[config.mk]
export PLATFORM = sky130hd
export DESIGN_NAME = peripheral_gate_registers
export DESIGN_NICKNAME = d
export VERILOG_FILES = /design/src/rtl/pgate_pkg.sv /design/src/rtl/gate_bank.sv /design/src/rtl/peripheral_gate_registers.sv
export SDC_FILE = /design/constraint.sdc
export NUM_CORES = 1
export LEC_CHECK = 0
export BUFFER_PORTS_ARGS = -buffer_cell sky130_fd_sc_hd__buf_2
export CAP_MARGIN = 20
export CORE_AREA = 2 2 89 69
export DETAILED_ROUTE_END_ITERATION = 6
export DIE_AREA = 0 0 91 71
export PLACE_DENSITY = 0.71
export SYNTH_ARGS = -nofsm -noshare
export SYNTH_HDL_FRONTEND = slang
export SYNTH_SLANG_ARGS = --single-unit
[constraint.sdc]
create_clock -name clk -period 1.1 [get_ports clk]
set_input_delay 0.055 -clock clk [delete_from_list [all_inputs] [get_ports clk]]
set_output_delay 0.055 -clock clk [all_outputs]
set_load 0.005 [all_outputs]
[src/rtl/pgate_pkg.sv]
// Package with register map, field layout and reset values of the peripheral gate banks
package pgate_pkg;

  localparam int unsigned NUM_BANKS = 5;
  localparam int unsigned DATA_W = 16;
  localparam int unsigned ADDR_W = 4;

  // Register indices on the plain port
  localparam logic [3:0] ADDR_BANK_4 = 4'h0;
  localparam logic [3:0] ADDR_BANK_5 = 4'h1;
  localparam logic [3:0] ADDR_BANK_6 = 4'h2;
  localparam logic [3:0] ADDR_BANK_7 = 4'h3;
  localparam logic [3:0] ADDR_BANK_8 = 4'h4;

  // Implemented-bit masks; other positions are dropped on write and read as zero
  localparam logic [15:0] MASK_BANK_4 = 16'h002f;
  localparam logic [15:0] MASK_BANK_5 = 16'h007f;
  localparam logic [15:0] MASK_BANK_6 = 16'h0001;
  localparam logic [15:0] MASK_BANK_7 = 16'h0030;
  localparam logic [15:0] MASK_BANK_8 = 16'h00fc;

  localparam logic [15:0] RESET_BANK = 16'h0000;

  // Field positions
  localparam int unsigned BIT_USB = 0;
  localparam int unsigned BIT_VDET = 1;
  localparam int unsigned BIT_CTU = 2;
  localparam int unsigned BIT_REFO = 3;
  localparam int unsigned BIT_UART4 = 5;
  localparam int unsigned BIT_SPI3 = 0;
  localparam int unsigned BIT_DMA_A = 4;
  localparam int unsigned BIT_DMA_B = 5;
  localparam int unsigned CCP_COUNT = 7;
  localparam int unsigned BIT_CLC_LO = 2;
  localparam int unsigned CLC_COUNT = 4;
  localparam int unsigned BIT_UART5 = 6;
  localparam int unsigned BIT_UART6 = 7;

  typedef struct packed {
    logic [3:0] addr;
    logic [15:0] wdata;
    logic wr;
    logic rd;
  } reg_req_type;

  typedef struct packed {
    logic usb;
    logic vdet;
    logic ctu;
    logic refo;
    logic uart4;
    logic [6:0] ccp;
    logic spi3;
    logic dma_a;
    logic dma_b;
    logic [3:0] clc;
    logic uart5;
    logic uart6;
  } periph_en_type;

  localparam int unsigned NUM_PERIPH = 21;

endpackage

[src/rtl/gate_bank.sv]
// One gating bank: masked storage of implemented disable bits
`timescale 1ns/1ps
`default_nettype none
module gate_bank
  import pgate_pkg::*;
#(
  parameter logic [15:0] MASK = 16'hffff
)
(
  input wire logic clk,
  input wire logic rst_n,
  input wire logic wr_en,
  input wire logic [15:0] wdata,
  output logic [15:0] bits_q
);

  always_ff @(posedge clk or negedge rst_n)
  begin
    if (!rst_n)
    begin
      bits_q <= RESET_BANK;
    end
    else if (wr_en)
    begin
      bits_q <= wdata & MASK;
    end
  end

  AST_MASKED: assert property (@(posedge clk) disable iff (!rst_n)
    (bits_q & ~MASK) == 16'h0000)
    else $error("unimplemented gate bit is set");

endmodule
`default_nettype wire

[src/rtl/peripheral_gate_registers.sv]
// Peripheral gate banks four to eight with per-peripheral clock and power enables
//
// Design decisions made here: the plain strobed port and the register offsets.
`timescale 1ns/1ps
`default_nettype none
module peripheral_gate_registers
  import pgate_pkg::*;
#(
  parameter bit HAS_USB = 1'b1
)
(
  input wire logic clk,
  input wire logic rst_n,
  input wire logic [3:0] addr,
  input wire logic [15:0] wdata,
  input wire logic wr,
  input wire logic rd,
  output logic [15:0] rdata,
  output periph_en_type clk_en,
  output periph_en_type pwr_en,
  output periph_en_type reg_access_en
);

  logic [15:0] bank_q [NUM_BANKS];
  logic [NUM_BANKS-1:0] bank_wr;

  localparam logic [15:0] BANK_MASKS [NUM_BANKS] = '{MASK_BANK_4, MASK_BANK_5,
    MASK_BANK_6, MASK_BANK_7, MASK_BANK_8};
  localparam logic [3:0] BANK_ADDRS [NUM_BANKS] = '{ADDR_BANK_4, ADDR_BANK_5,
    ADDR_BANK_6, ADDR_BANK_7, ADDR_BANK_8};

  genvar gi;
  generate
    for (gi = 0; gi < NUM_BANKS; gi++)
    begin : g_bank
      assign bank_wr[gi] = wr && (addr == BANK_ADDRS[gi]);
      gate_bank #(
        .MASK(BANK_MASKS[gi])
      ) gate_bank_inst (
        .clk(clk),
        .rst_n(rst_n),
        .wr_en(bank_wr[gi]),
        .wdata(wdata),
        .bits_q(bank_q[gi])
      );
    end
  endgenerate

  // Unmapped addresses read as zero; read data is held only in the cycle after rd
  function automatic logic [15:0] read_mux(input logic [3:0] a, input logic [15:0] b0,
    input logic [15:0] b1, input logic [15:0] b2, input logic [15:0] b3,
    input logic [15:0] b4);
    logic [15:0] r;
    r = 16'h0000;
    case (a)
      ADDR_BANK_4: r = b0;
      ADDR_BANK_5: r = b1;
      ADDR_BANK_6: r = b2;
      ADDR_BANK_7: r = b3;
      ADDR_BANK_8: r = b4;
      default: r = 16'h0000;
    endcase
    return r;
  endfunction

  always_ff @(posedge clk or negedge rst_n)
  begin
    if (!rst_n)
    begin
      rdata <= 16'h0000;
    end
    else if (rd)
    begin
      rdata <= read_mux(addr, bank_q[0], bank_q[1], bank_q[2], bank_q[3], bank_q[4]);
    end
    else
    begin
      rdata <= 16'h0000;
    end
  end

  periph_en_type dis_d;

  always_comb
  begin
    dis_d = '0;
    // Without USB the bit still stores but drives nothing
    dis_d.usb = bank_q[0][BIT_USB] | ~HAS_USB;
    dis_d.vdet = bank_q[0][BIT_VDET];
    dis_d.ctu = bank_q[0][BIT_CTU];
    dis_d.refo = bank_q[0][BIT_REFO];
    dis_d.uart4 = bank_q[0][BIT_UART4];
    dis_d.ccp = bank_q[1][CCP_COUNT-1:0];
    dis_d.spi3 = bank_q[2][BIT_SPI3];
    dis_d.dma_b = bank_q[3][BIT_DMA_B];
    dis_d.dma_a = bank_q[3][BIT_DMA_A];
    dis_d.clc = bank_q[4][BIT_CLC_LO +: CLC_COUNT];
    dis_d.uart5 = bank_q[4][BIT_UART5];
    dis_d.uart6 = bank_q[4][BIT_UART6];
  end

  // Registered so enables change one cycle after the write, glitch-free
  always_ff @(posedge clk or negedge rst_n)
  begin
    if (!rst_n)
    begin
      clk_en <= '1;
      pwr_en <= '1;
    end
    else
    begin
      clk_en <= ~dis_d;
      pwr_en <= ~dis_d;
    end
  end

  // Peripheral register ports must qualify their strobes with this enable
  always_ff @(posedge clk or negedge rst_n)
  begin
    if (!rst_n)
    begin
      reg_access_en <= '1;
    end
    else
    begin
      reg_access_en <= ~dis_d;
    end
  end

  AST_WRITE_DISABLES: assert property (@(posedge clk) disable iff (!rst_n)
    (wr && addr == ADDR_BANK_6 && wdata[0]) |=> ##1 !clk_en.spi3)
    else $error("serial port three not disabled after write");
  AST_VDET: assert property (@(posedge clk) disable iff (!rst_n)
    (wr && addr == ADDR_BANK_4) |=> ##1 (pwr_en.vdet == !$past(wdata[1], 2)))
    else $error("voltage detector enable wrong");
  AST_USB: assert property (@(posedge clk) disable iff (!rst_n)
    HAS_USB && bank_q[0][0] |=> !clk_en.usb)
    else $error("usb not gated");
  AST_CCP: assert property (@(posedge clk) disable iff (!rst_n)
    ##1 clk_en.ccp == ~$past(bank_q[1][6:0]))
    else $error("capture unit enables wrong");
  AST_READ_MASK: assert property (@(posedge clk) disable iff (!rst_n)
    (rd && addr == ADDR_BANK_7) |=> (rdata & ~MASK_BANK_7) == 16'h0000)
    else $error("unimplemented bits read nonzero");
  AST_DMA_B: assert property (@(posedge clk) disable iff (!rst_n)
    bank_q[3][5] |=> !pwr_en.dma_b && !clk_en.dma_b)
    else $error("dma b not gated");
  AST_DMA_A: assert property (@(posedge clk) disable iff (!rst_n)
    !bank_q[3][4] |=> pwr_en.dma_a && clk_en.dma_a)
    else $error("dma a not enabled");
  AST_ACCESS: assert property (@(posedge clk) disable iff (!rst_n)
    ##1 reg_access_en.vdet == !$past(bank_q[0][BIT_VDET]))
    else $error("voltage detector access enable wrong");
  AST_RESET: assert property (@(posedge clk)
    $rose(rst_n) |-> bank_q[0] == 16'h0000 && bank_q[3] == 16'h0000)
    else $error("gate bits not clear after reset");
  AST_RDATA_ONE: assert property (@(posedge clk) disable iff (!rst_n)
    !$past(rd) |-> rdata == 16'h0000)
    else $error("read data outside its cycle");

  // Every write lands masked in its own bank and leaves the others alone
  AST_WR_BANK4: assert property (@(posedge clk) disable iff (!rst_n)
    (wr && addr == ADDR_BANK_4) |=> bank_q[0] == ($past(wdata) & MASK_BANK_4))
    else $error("bank four write not stored");
  AST_WR_BANK5: assert property (@(posedge clk) disable iff (!rst_n)
    (wr && addr == ADDR_BANK_5) |=> bank_q[1] == ($past(wdata) & MASK_BANK_5))
    else $error("bank five write not stored");
  AST_WR_BANK6: assert property (@(posedge clk) disable iff (!rst_n)
    (wr && addr == ADDR_BANK_6) |=> bank_q[2] == ($past(wdata) & MASK_BANK_6))
    else $error("bank six write not stored");
  AST_WR_BANK7: assert property (@(posedge clk) disable iff (!rst_n)
    (wr && addr == ADDR_BANK_7) |=> bank_q[3] == ($past(wdata) & MASK_BANK_7))
    else $error("bank seven write not stored");
  AST_WR_BANK8: assert property (@(posedge clk) disable iff (!rst_n)
    (wr && addr == ADDR_BANK_8) |=> bank_q[4] == ($past(wdata) & MASK_BANK_8))
    else $error("bank eight write not stored");
  AST_HOLD_BANK4: assert property (@(posedge clk) disable iff (!rst_n)
    !(wr && addr == ADDR_BANK_4) |=> $stable(bank_q[0]))
    else $error("bank four changed without a write");
  AST_HOLD_BANK5: assert property (@(posedge clk) disable iff (!rst_n)
    !(wr && addr == ADDR_BANK_5) |=> $stable(bank_q[1]))
    else $error("bank five changed without a write");
  AST_HOLD_BANK6: assert property (@(posedge clk) disable iff (!rst_n)
    !(wr && addr == ADDR_BANK_6) |=> $stable(bank_q[2]))
    else $error("bank six changed without a write");
  AST_HOLD_BANK7: assert property (@(posedge clk) disable iff (!rst_n)
    !(wr && addr == ADDR_BANK_7) |=> $stable(bank_q[3]))
    else $error("bank seven changed without a write");
  AST_HOLD_BANK8: assert property (@(posedge clk) disable iff (!rst_n)
    !(wr && addr == ADDR_BANK_8) |=> $stable(bank_q[4]))
    else $error("bank eight changed without a write");
  AST_WR_UNMAPPED: assert property (@(posedge clk) disable iff (!rst_n)
    (wr && addr > ADDR_BANK_8) |=> $stable(bank_q[0]) && $stable(bank_q[1]) &&
    $stable(bank_q[2]) && $stable(bank_q[3]) && $stable(bank_q[4]))
    else $error("write to an unmapped index changed a bank");

  // Read data show the addressed bank one cycle later, zero off the map
  AST_RD_BANK4: assert property (@(posedge clk) disable iff (!rst_n)
    (rd && addr == ADDR_BANK_4) |=> rdata == $past(bank_q[0]))
    else $error("bank four read wrong");
  AST_RD_BANK5: assert property (@(posedge clk) disable iff (!rst_n)
    (rd && addr == ADDR_BANK_5) |=> rdata == $past(bank_q[1]))
    else $error("bank five read wrong");
  AST_RD_BANK6: assert property (@(posedge clk) disable iff (!rst_n)
    (rd && addr == ADDR_BANK_6) |=> rdata == $past(bank_q[2]))
    else $error("bank six read wrong");
  AST_RD_BANK7: assert property (@(posedge clk) disable iff (!rst_n)
    (rd && addr == ADDR_BANK_7) |=> rdata == $past(bank_q[3]))
    else $error("bank seven read wrong");
  AST_RD_BANK8: assert property (@(posedge clk) disable iff (!rst_n)
    (rd && addr == ADDR_BANK_8) |=> rdata == $past(bank_q[4]))
    else $error("bank eight read wrong");
  AST_RD_UNMAPPED: assert property (@(posedge clk) disable iff (!rst_n)
    (rd && addr > ADDR_BANK_8) |=> rdata == 16'h0000)
    else $error("unmapped index read nonzero");

  // Clock and power enables follow their gate bits one cycle behind the bank
  AST_CLK_VDET: assert property (@(posedge clk) disable iff (!rst_n)
    ##1 clk_en.vdet == !$past(bank_q[0][BIT_VDET]))
    else $error("voltage detector clock enable wrong");
  AST_CLK_CTU: assert property (@(posedge clk) disable iff (!rst_n)
    ##1 clk_en.ctu == !$past(bank_q[0][BIT_CTU]))
    else $error("charge time unit clock enable wrong");
  AST_CLK_REFO: assert property (@(posedge clk) disable iff (!rst_n)
    ##1 clk_en.refo == !$past(bank_q[0][BIT_REFO]))
    else $error("reference output clock enable wrong");
  AST_CLK_UART4: assert property (@(posedge clk) disable iff (!rst_n)
    ##1 clk_en.uart4 == !$past(bank_q[0][BIT_UART4]))
    else $error("uart four clock enable wrong");
  AST_CLK_CLC: assert property (@(posedge clk) disable iff (!rst_n)
    ##1 clk_en.clc == ~$past(bank_q[4][BIT_CLC_LO +: CLC_COUNT]))
    else $error("logic cell clock enables wrong");
  AST_CLK_UART5: assert property (@(posedge clk) disable iff (!rst_n)
    ##1 clk_en.uart5 == !$past(bank_q[4][BIT_UART5]))
    else $error("uart five clock enable wrong");
  AST_CLK_UART6: assert property (@(posedge clk) disable iff (!rst_n)
    ##1 clk_en.uart6 == !$past(bank_q[4][BIT_UART6]))
    else $error("uart six clock enable wrong");
  AST_PWR_USB: assert property (@(posedge clk) disable iff (!rst_n)
    bank_q[0][BIT_USB] |=> !pwr_en.usb)
    else $error("usb power not removed");
  AST_PWR_CTU: assert property (@(posedge clk) disable iff (!rst_n)
    ##1 pwr_en.ctu == !$past(bank_q[0][BIT_CTU]))
    else $error("charge time unit power enable wrong");
  AST_PWR_REFO: assert property (@(posedge clk) disable iff (!rst_n)
    ##1 pwr_en.refo == !$past(bank_q[0][BIT_REFO]))
    else $error("reference output power enable wrong");
  AST_PWR_UART4: assert property (@(posedge clk) disable iff (!rst_n)
    ##1 pwr_en.uart4 == !$past(bank_q[0][BIT_UART4]))
    else $error("uart four power enable wrong");
  AST_PWR_CCP: assert property (@(posedge clk) disable iff (!rst_n)
    ##1 pwr_en.ccp == ~$past(bank_q[1][CCP_COUNT-1:0]))
    else $error("capture unit power enables wrong");
  AST_PWR_SPI3: assert property (@(posedge clk) disable iff (!rst_n)
    ##1 pwr_en.spi3 == !$past(bank_q[2][BIT_SPI3]))
    else $error("serial port three power enable wrong");
  AST_PWR_CLC: assert property (@(posedge clk) disable iff (!rst_n)
    ##1 pwr_en.clc == ~$past(bank_q[4][BIT_CLC_LO +: CLC_COUNT]))
    else $error("logic cell power enables wrong");
  AST_PWR_UART5: assert property (@(posedge clk) disable iff (!rst_n)
    ##1 pwr_en.uart5 == !$past(bank_q[4][BIT_UART5]))
    else $error("uart five power enable wrong");
  AST_PWR_UART6: assert property (@(posedge clk) disable iff (!rst_n)
    ##1 pwr_en.uart6 == !$past(bank_q[4][BIT_UART6]))
    else $error("uart six power enable wrong");

  // A gated peripheral loses its register strobes together with its clock
  AST_ACC_USB: assert property (@(posedge clk) disable iff (!rst_n)
    bank_q[0][BIT_USB] |=> !reg_access_en.usb)
    else $error("usb registers still reachable");
  AST_ACC_CCP: assert property (@(posedge clk) disable iff (!rst_n)
    ##1 reg_access_en.ccp == ~$past(bank_q[1][CCP_COUNT-1:0]))
    else $error("capture unit access enables wrong");
  AST_ACC_SPI3: assert property (@(posedge clk) disable iff (!rst_n)
    ##1 reg_access_en.spi3 == !$past(bank_q[2][BIT_SPI3]))
    else $error("serial port three access enable wrong");
  AST_ACC_DMA: assert property (@(posedge clk) disable iff (!rst_n)
    ##1 {reg_access_en.dma_a, reg_access_en.dma_b} ==
    ~{$past(bank_q[3][BIT_DMA_A]), $past(bank_q[3][BIT_DMA_B])})
    else $error("dma access enables wrong");
  AST_ACC_CLC: assert property (@(posedge clk) disable iff (!rst_n)
    ##1 reg_access_en.clc == ~$past(bank_q[4][BIT_CLC_LO +: CLC_COUNT]))
    else $error("logic cell access enables wrong");
  AST_RESET_EN: assert property (@(posedge clk)
    $rose(rst_n) |-> clk_en == '1 && pwr_en == '1 && reg_access_en == '1)
    else $error("enables not set after reset");

  CV_GATE_DMA: cover property (@(posedge clk) disable iff (!rst_n) $fell(clk_en.dma_b));
  CV_REENABLE: cover property (@(posedge clk) disable iff (!rst_n) $rose(clk_en.spi3));
  CV_READ_BACK: cover property (@(posedge clk) disable iff (!rst_n)
    rd ##1 rdata != 16'h0000);
  CV_UNMAPPED: cover property (@(posedge clk) disable iff (!rst_n) wr && addr > ADDR_BANK_8);
  CV_WRITE_READ: cover property (@(posedge clk) disable iff (!rst_n) wr ##1 rd);

endmodule
`default_nettype wire

==> impl_metrics.json <==
{
  "grt_max_degree": 51,
  "layout_setup_ws_ns": -0.0110,
  "gp_congestion": 0.749,
  "initialDrtViolationCount": 80,
  "yosysUniqueCellTypes": 30,
  "mappedNetlistArea_mm2": 0.00229,
  "route.detailed.drc": 0,
  "coreArea_mm2": 0.00565,
  "fmax_mhz": 900,
  "dpl.hpwl_mm": 2.95,
  "die_y_um": 71,
  "synthFlopType": "dfrtp_1",
  "irDropWorstVdd_mv": 0.631,
  "finalSetupViolations": 1,
  "insertion_delay_ns": 0.30,
  "p_leak_nw": 1.37,
  "final_cell_mix": "buf_2 (86), dfrtp_1 (29), mux2_2 (24)",
  "crit_type": "flop to flop",
  "synth_edf_count": 0,
  "fin_crit_ns": 1.11,
  "clk_pin_slew_ns": 0.08,
  "fin_cells": 326,
  "num_io_pins": 103,
  "slowest_delay_ns": 0.39,
  "grt_pass1_wl_mm": 6.67,
  "synthCells": 182,
  "finalPower_mw": 4.76,
  "mostFrequentLayoutCell": "buf_2",
  "postRouteAntennaNets": 0,
  "required_ns": 1.28,
  "hold_depth": 2,
  "viasPerCell": 4.29,
  "rsz0062_at_grt": "yes",
  "vias": 1398,
  "clk_path_buf_depth": 2,
  "cts_tree": "yes",
  "grt_usage_pct": 13.3,
  "r2r_setup_slack_ns": -0.01,
  "rr_worst_depth": 3,
  "async_flop_share_pct": 100,
  "hold_class": "input pin to flop",
  "skew_ns": 0.00214,
  "holdPathEnd": "g_bank[1].gate_bank_inst.bits_q[4]$_DFFE_PN0P_",
  "cts_made_buffers": 5,
  "die_area_mm2": 0.00646,
  "first_pass_iters": 6,
  "synth_seq_cells": 50,
  "crit_path_end_kind": "flop",
  "placed_cells_incl_taps": 314,
  "timing.final.crit_share_pct": 101,
  "start_util_pct": 40.5,
  "violations": "setup timing",
  "antenna_cells": 0,
  "report.final.slew_viol_count": 0,
  "rr_startpoint": "g_bank[0].gate_bank_inst.bits_q[5]$_DFFE_PN0P_",
  "crit_fanout": 2,
  "drive_gt1_share_pct": 64.5,
  "crit_chain": "mux2_2 > a222oi_1 > nor2_1",
  "arrival_ns": 1.29,
  "io_buffers": 86,
  "first_global_vias": 1353,
  "rows": 24,
  "wirelength_mm": 3.99,
  "grt_overflow": 0,
  "syn_avg_cell_area_um2": 12.6,
  "finalNetCount": 271,
  "die_x_um": 91,
  "status": "finished, violations left",
  "fill_cells": 532,
  "finish.utilization_pct": 47.7,
  "critical_path.top_delay_family": "flip-flops",
  "clock-sinks": 50,
  "post-place-ws_ns": -0.0631,
  "wl_per_cell_um": 12.2,
  "reg2reg_to": "rdata[5]$_DFF_PN0_",
  "final_hold_viol_count": 0,
  "ys_warn_count": 0,
  "hp-start": "wdata[4]",
  "power_density_mw_per_mm2": 1770,
  "cpMaxStageDelayCell": "dfrtp_1",
  "cp.buffers_inverters": 0,
  "maxCapViolCount": 0,
  "cts_root_buf": "clkbuf_8",
  "antenna_found_initial": 0,
  "area_delta_synth_final_pct": 17.7,
  "htree_levels": 2,
  "start_kind": "flop",
  "cp_num_cells": 3,
  "synth.yosys.seq_area_share_pct": 55.8
}
## worst max-delay path by stage
stage | slack [ns] | from | to
6_report | -0.01 | g_bank[0].gate_bank_inst.bits_q[5]$_DFFE_PN0P_ | rdata[5]$_DFF_PN0_
5_1_grt | -0.08 | g_bank[0].gate_bank_inst.bits_q[5]$_DFFE_PN0P_ | rdata[5]$_DFF_PN0_
3_5_place_dp | -0.06 | addr[0] | rdata[5]$_DFF_PN0_
2_1_floorplan | 0.02 | g_bank[1].gate_bank_inst.bits_q[5]$_DFFE_PN0P_ | rdata[5]$_DFF_PN0_
3_3_place_gp | -0.05 | addr[0] | rdata[5]$_DFF_PN0_
4_1_cts | -0.03 | g_bank[1].gate_bank_inst.bits_q[5]$_DFFE_PN0P_ | rdata[5]$_DFF_PN0_
## per-stage QoR
step	area [um2]	TNS (ns)	hold slack, ns
5_1_grt	2690	-0.0847	0.00578
6_report	2690	-0.0110	0.0144
2_1_floorplan	2310	0	-0.241
3_5_place_dp	2560	-0.658	0.0599
4_1_cts	2690	-0.0344	0.00422
3_3_place_gp	2560	-0.138	0.0603
## Yosys cell counts (2+ instances only)
cell type,number,area share (%)
a22oi_1,2,0.66
buf_2,2,0.44
buf_4,50,16
dfrtp_1,29,32
dfstp_2,21,24
inv_1,21,3.4
mux2_2,24,12
mux2i_1,2,0.87
nand2_1,2,0.33
nand3b_1,5,1.6
nor2_1,5,0.82
## metal layers
metal	track usage, %	share of wire, %	vias up
li1	-	-	661
met1	18.8	48	670
met2	19.2	43	60
met3	4.79	7.5	7
met4	4.21	1.3	0
met5	0	0	-
## what timing repair did
action | in CTS | in global routing
endpoints found under the setup margin | 1 | 2
buffers inserted | 1 | 0
pin swaps | 2 | 1
hold buffers | 3 | 0
gates resized for setup | 0 | 1
endpoints found under the hold margin | 53 | 0
## where the power goes
part | leakage (nW) | internal [mW] | switching (mW) | total [mW]
clock network | 0.0482 | 0.508 | 0.555 | 1.06
logic | 0.728 | 0.647 | 0.473 | 1.12
registers | 0.590 | 2.33 | 0.242 | 2.57
total | 1.37 | 3.49 | 1.27 | 4.76
## cell type report
| class | instances | area, um2 | area share (%) |
|---|---|---|---|
| Sequential cell | 50 | 1280 | 47.4 |
| Timing Repair Buffer | 104 | 586 | 21.7 |
| Multi-Input combinational cell | 65 | 563 | 20.9 |
| Tap cell | 78 | 97.6 | 3.62 |
| Clock buffer | 7 | 86.3 | 3.20 |
| Inverter | 21 | 78.8 | 2.93 |
| Clock inverter | 1 | 5.00 | 0.186 |
## flip-flops by register name, indices dropped and copies added (netlist names)
register	flops
rdata	8
g_bank.gate_bank_inst.bits_q	21
reg_access_en	21
## logic make-up (layout without fill, tap and decap cells)
family,Yosys count,in the layout,share of synthesized area (%)
mux,26,26,12.7
buf+inv,74,133,20.8
compound gates,8,8,2.68
flops,50,50,55.8
simple gates,23,23,7.87
other cells,1,8,0.164
Power figures use the tool's default switching activity.
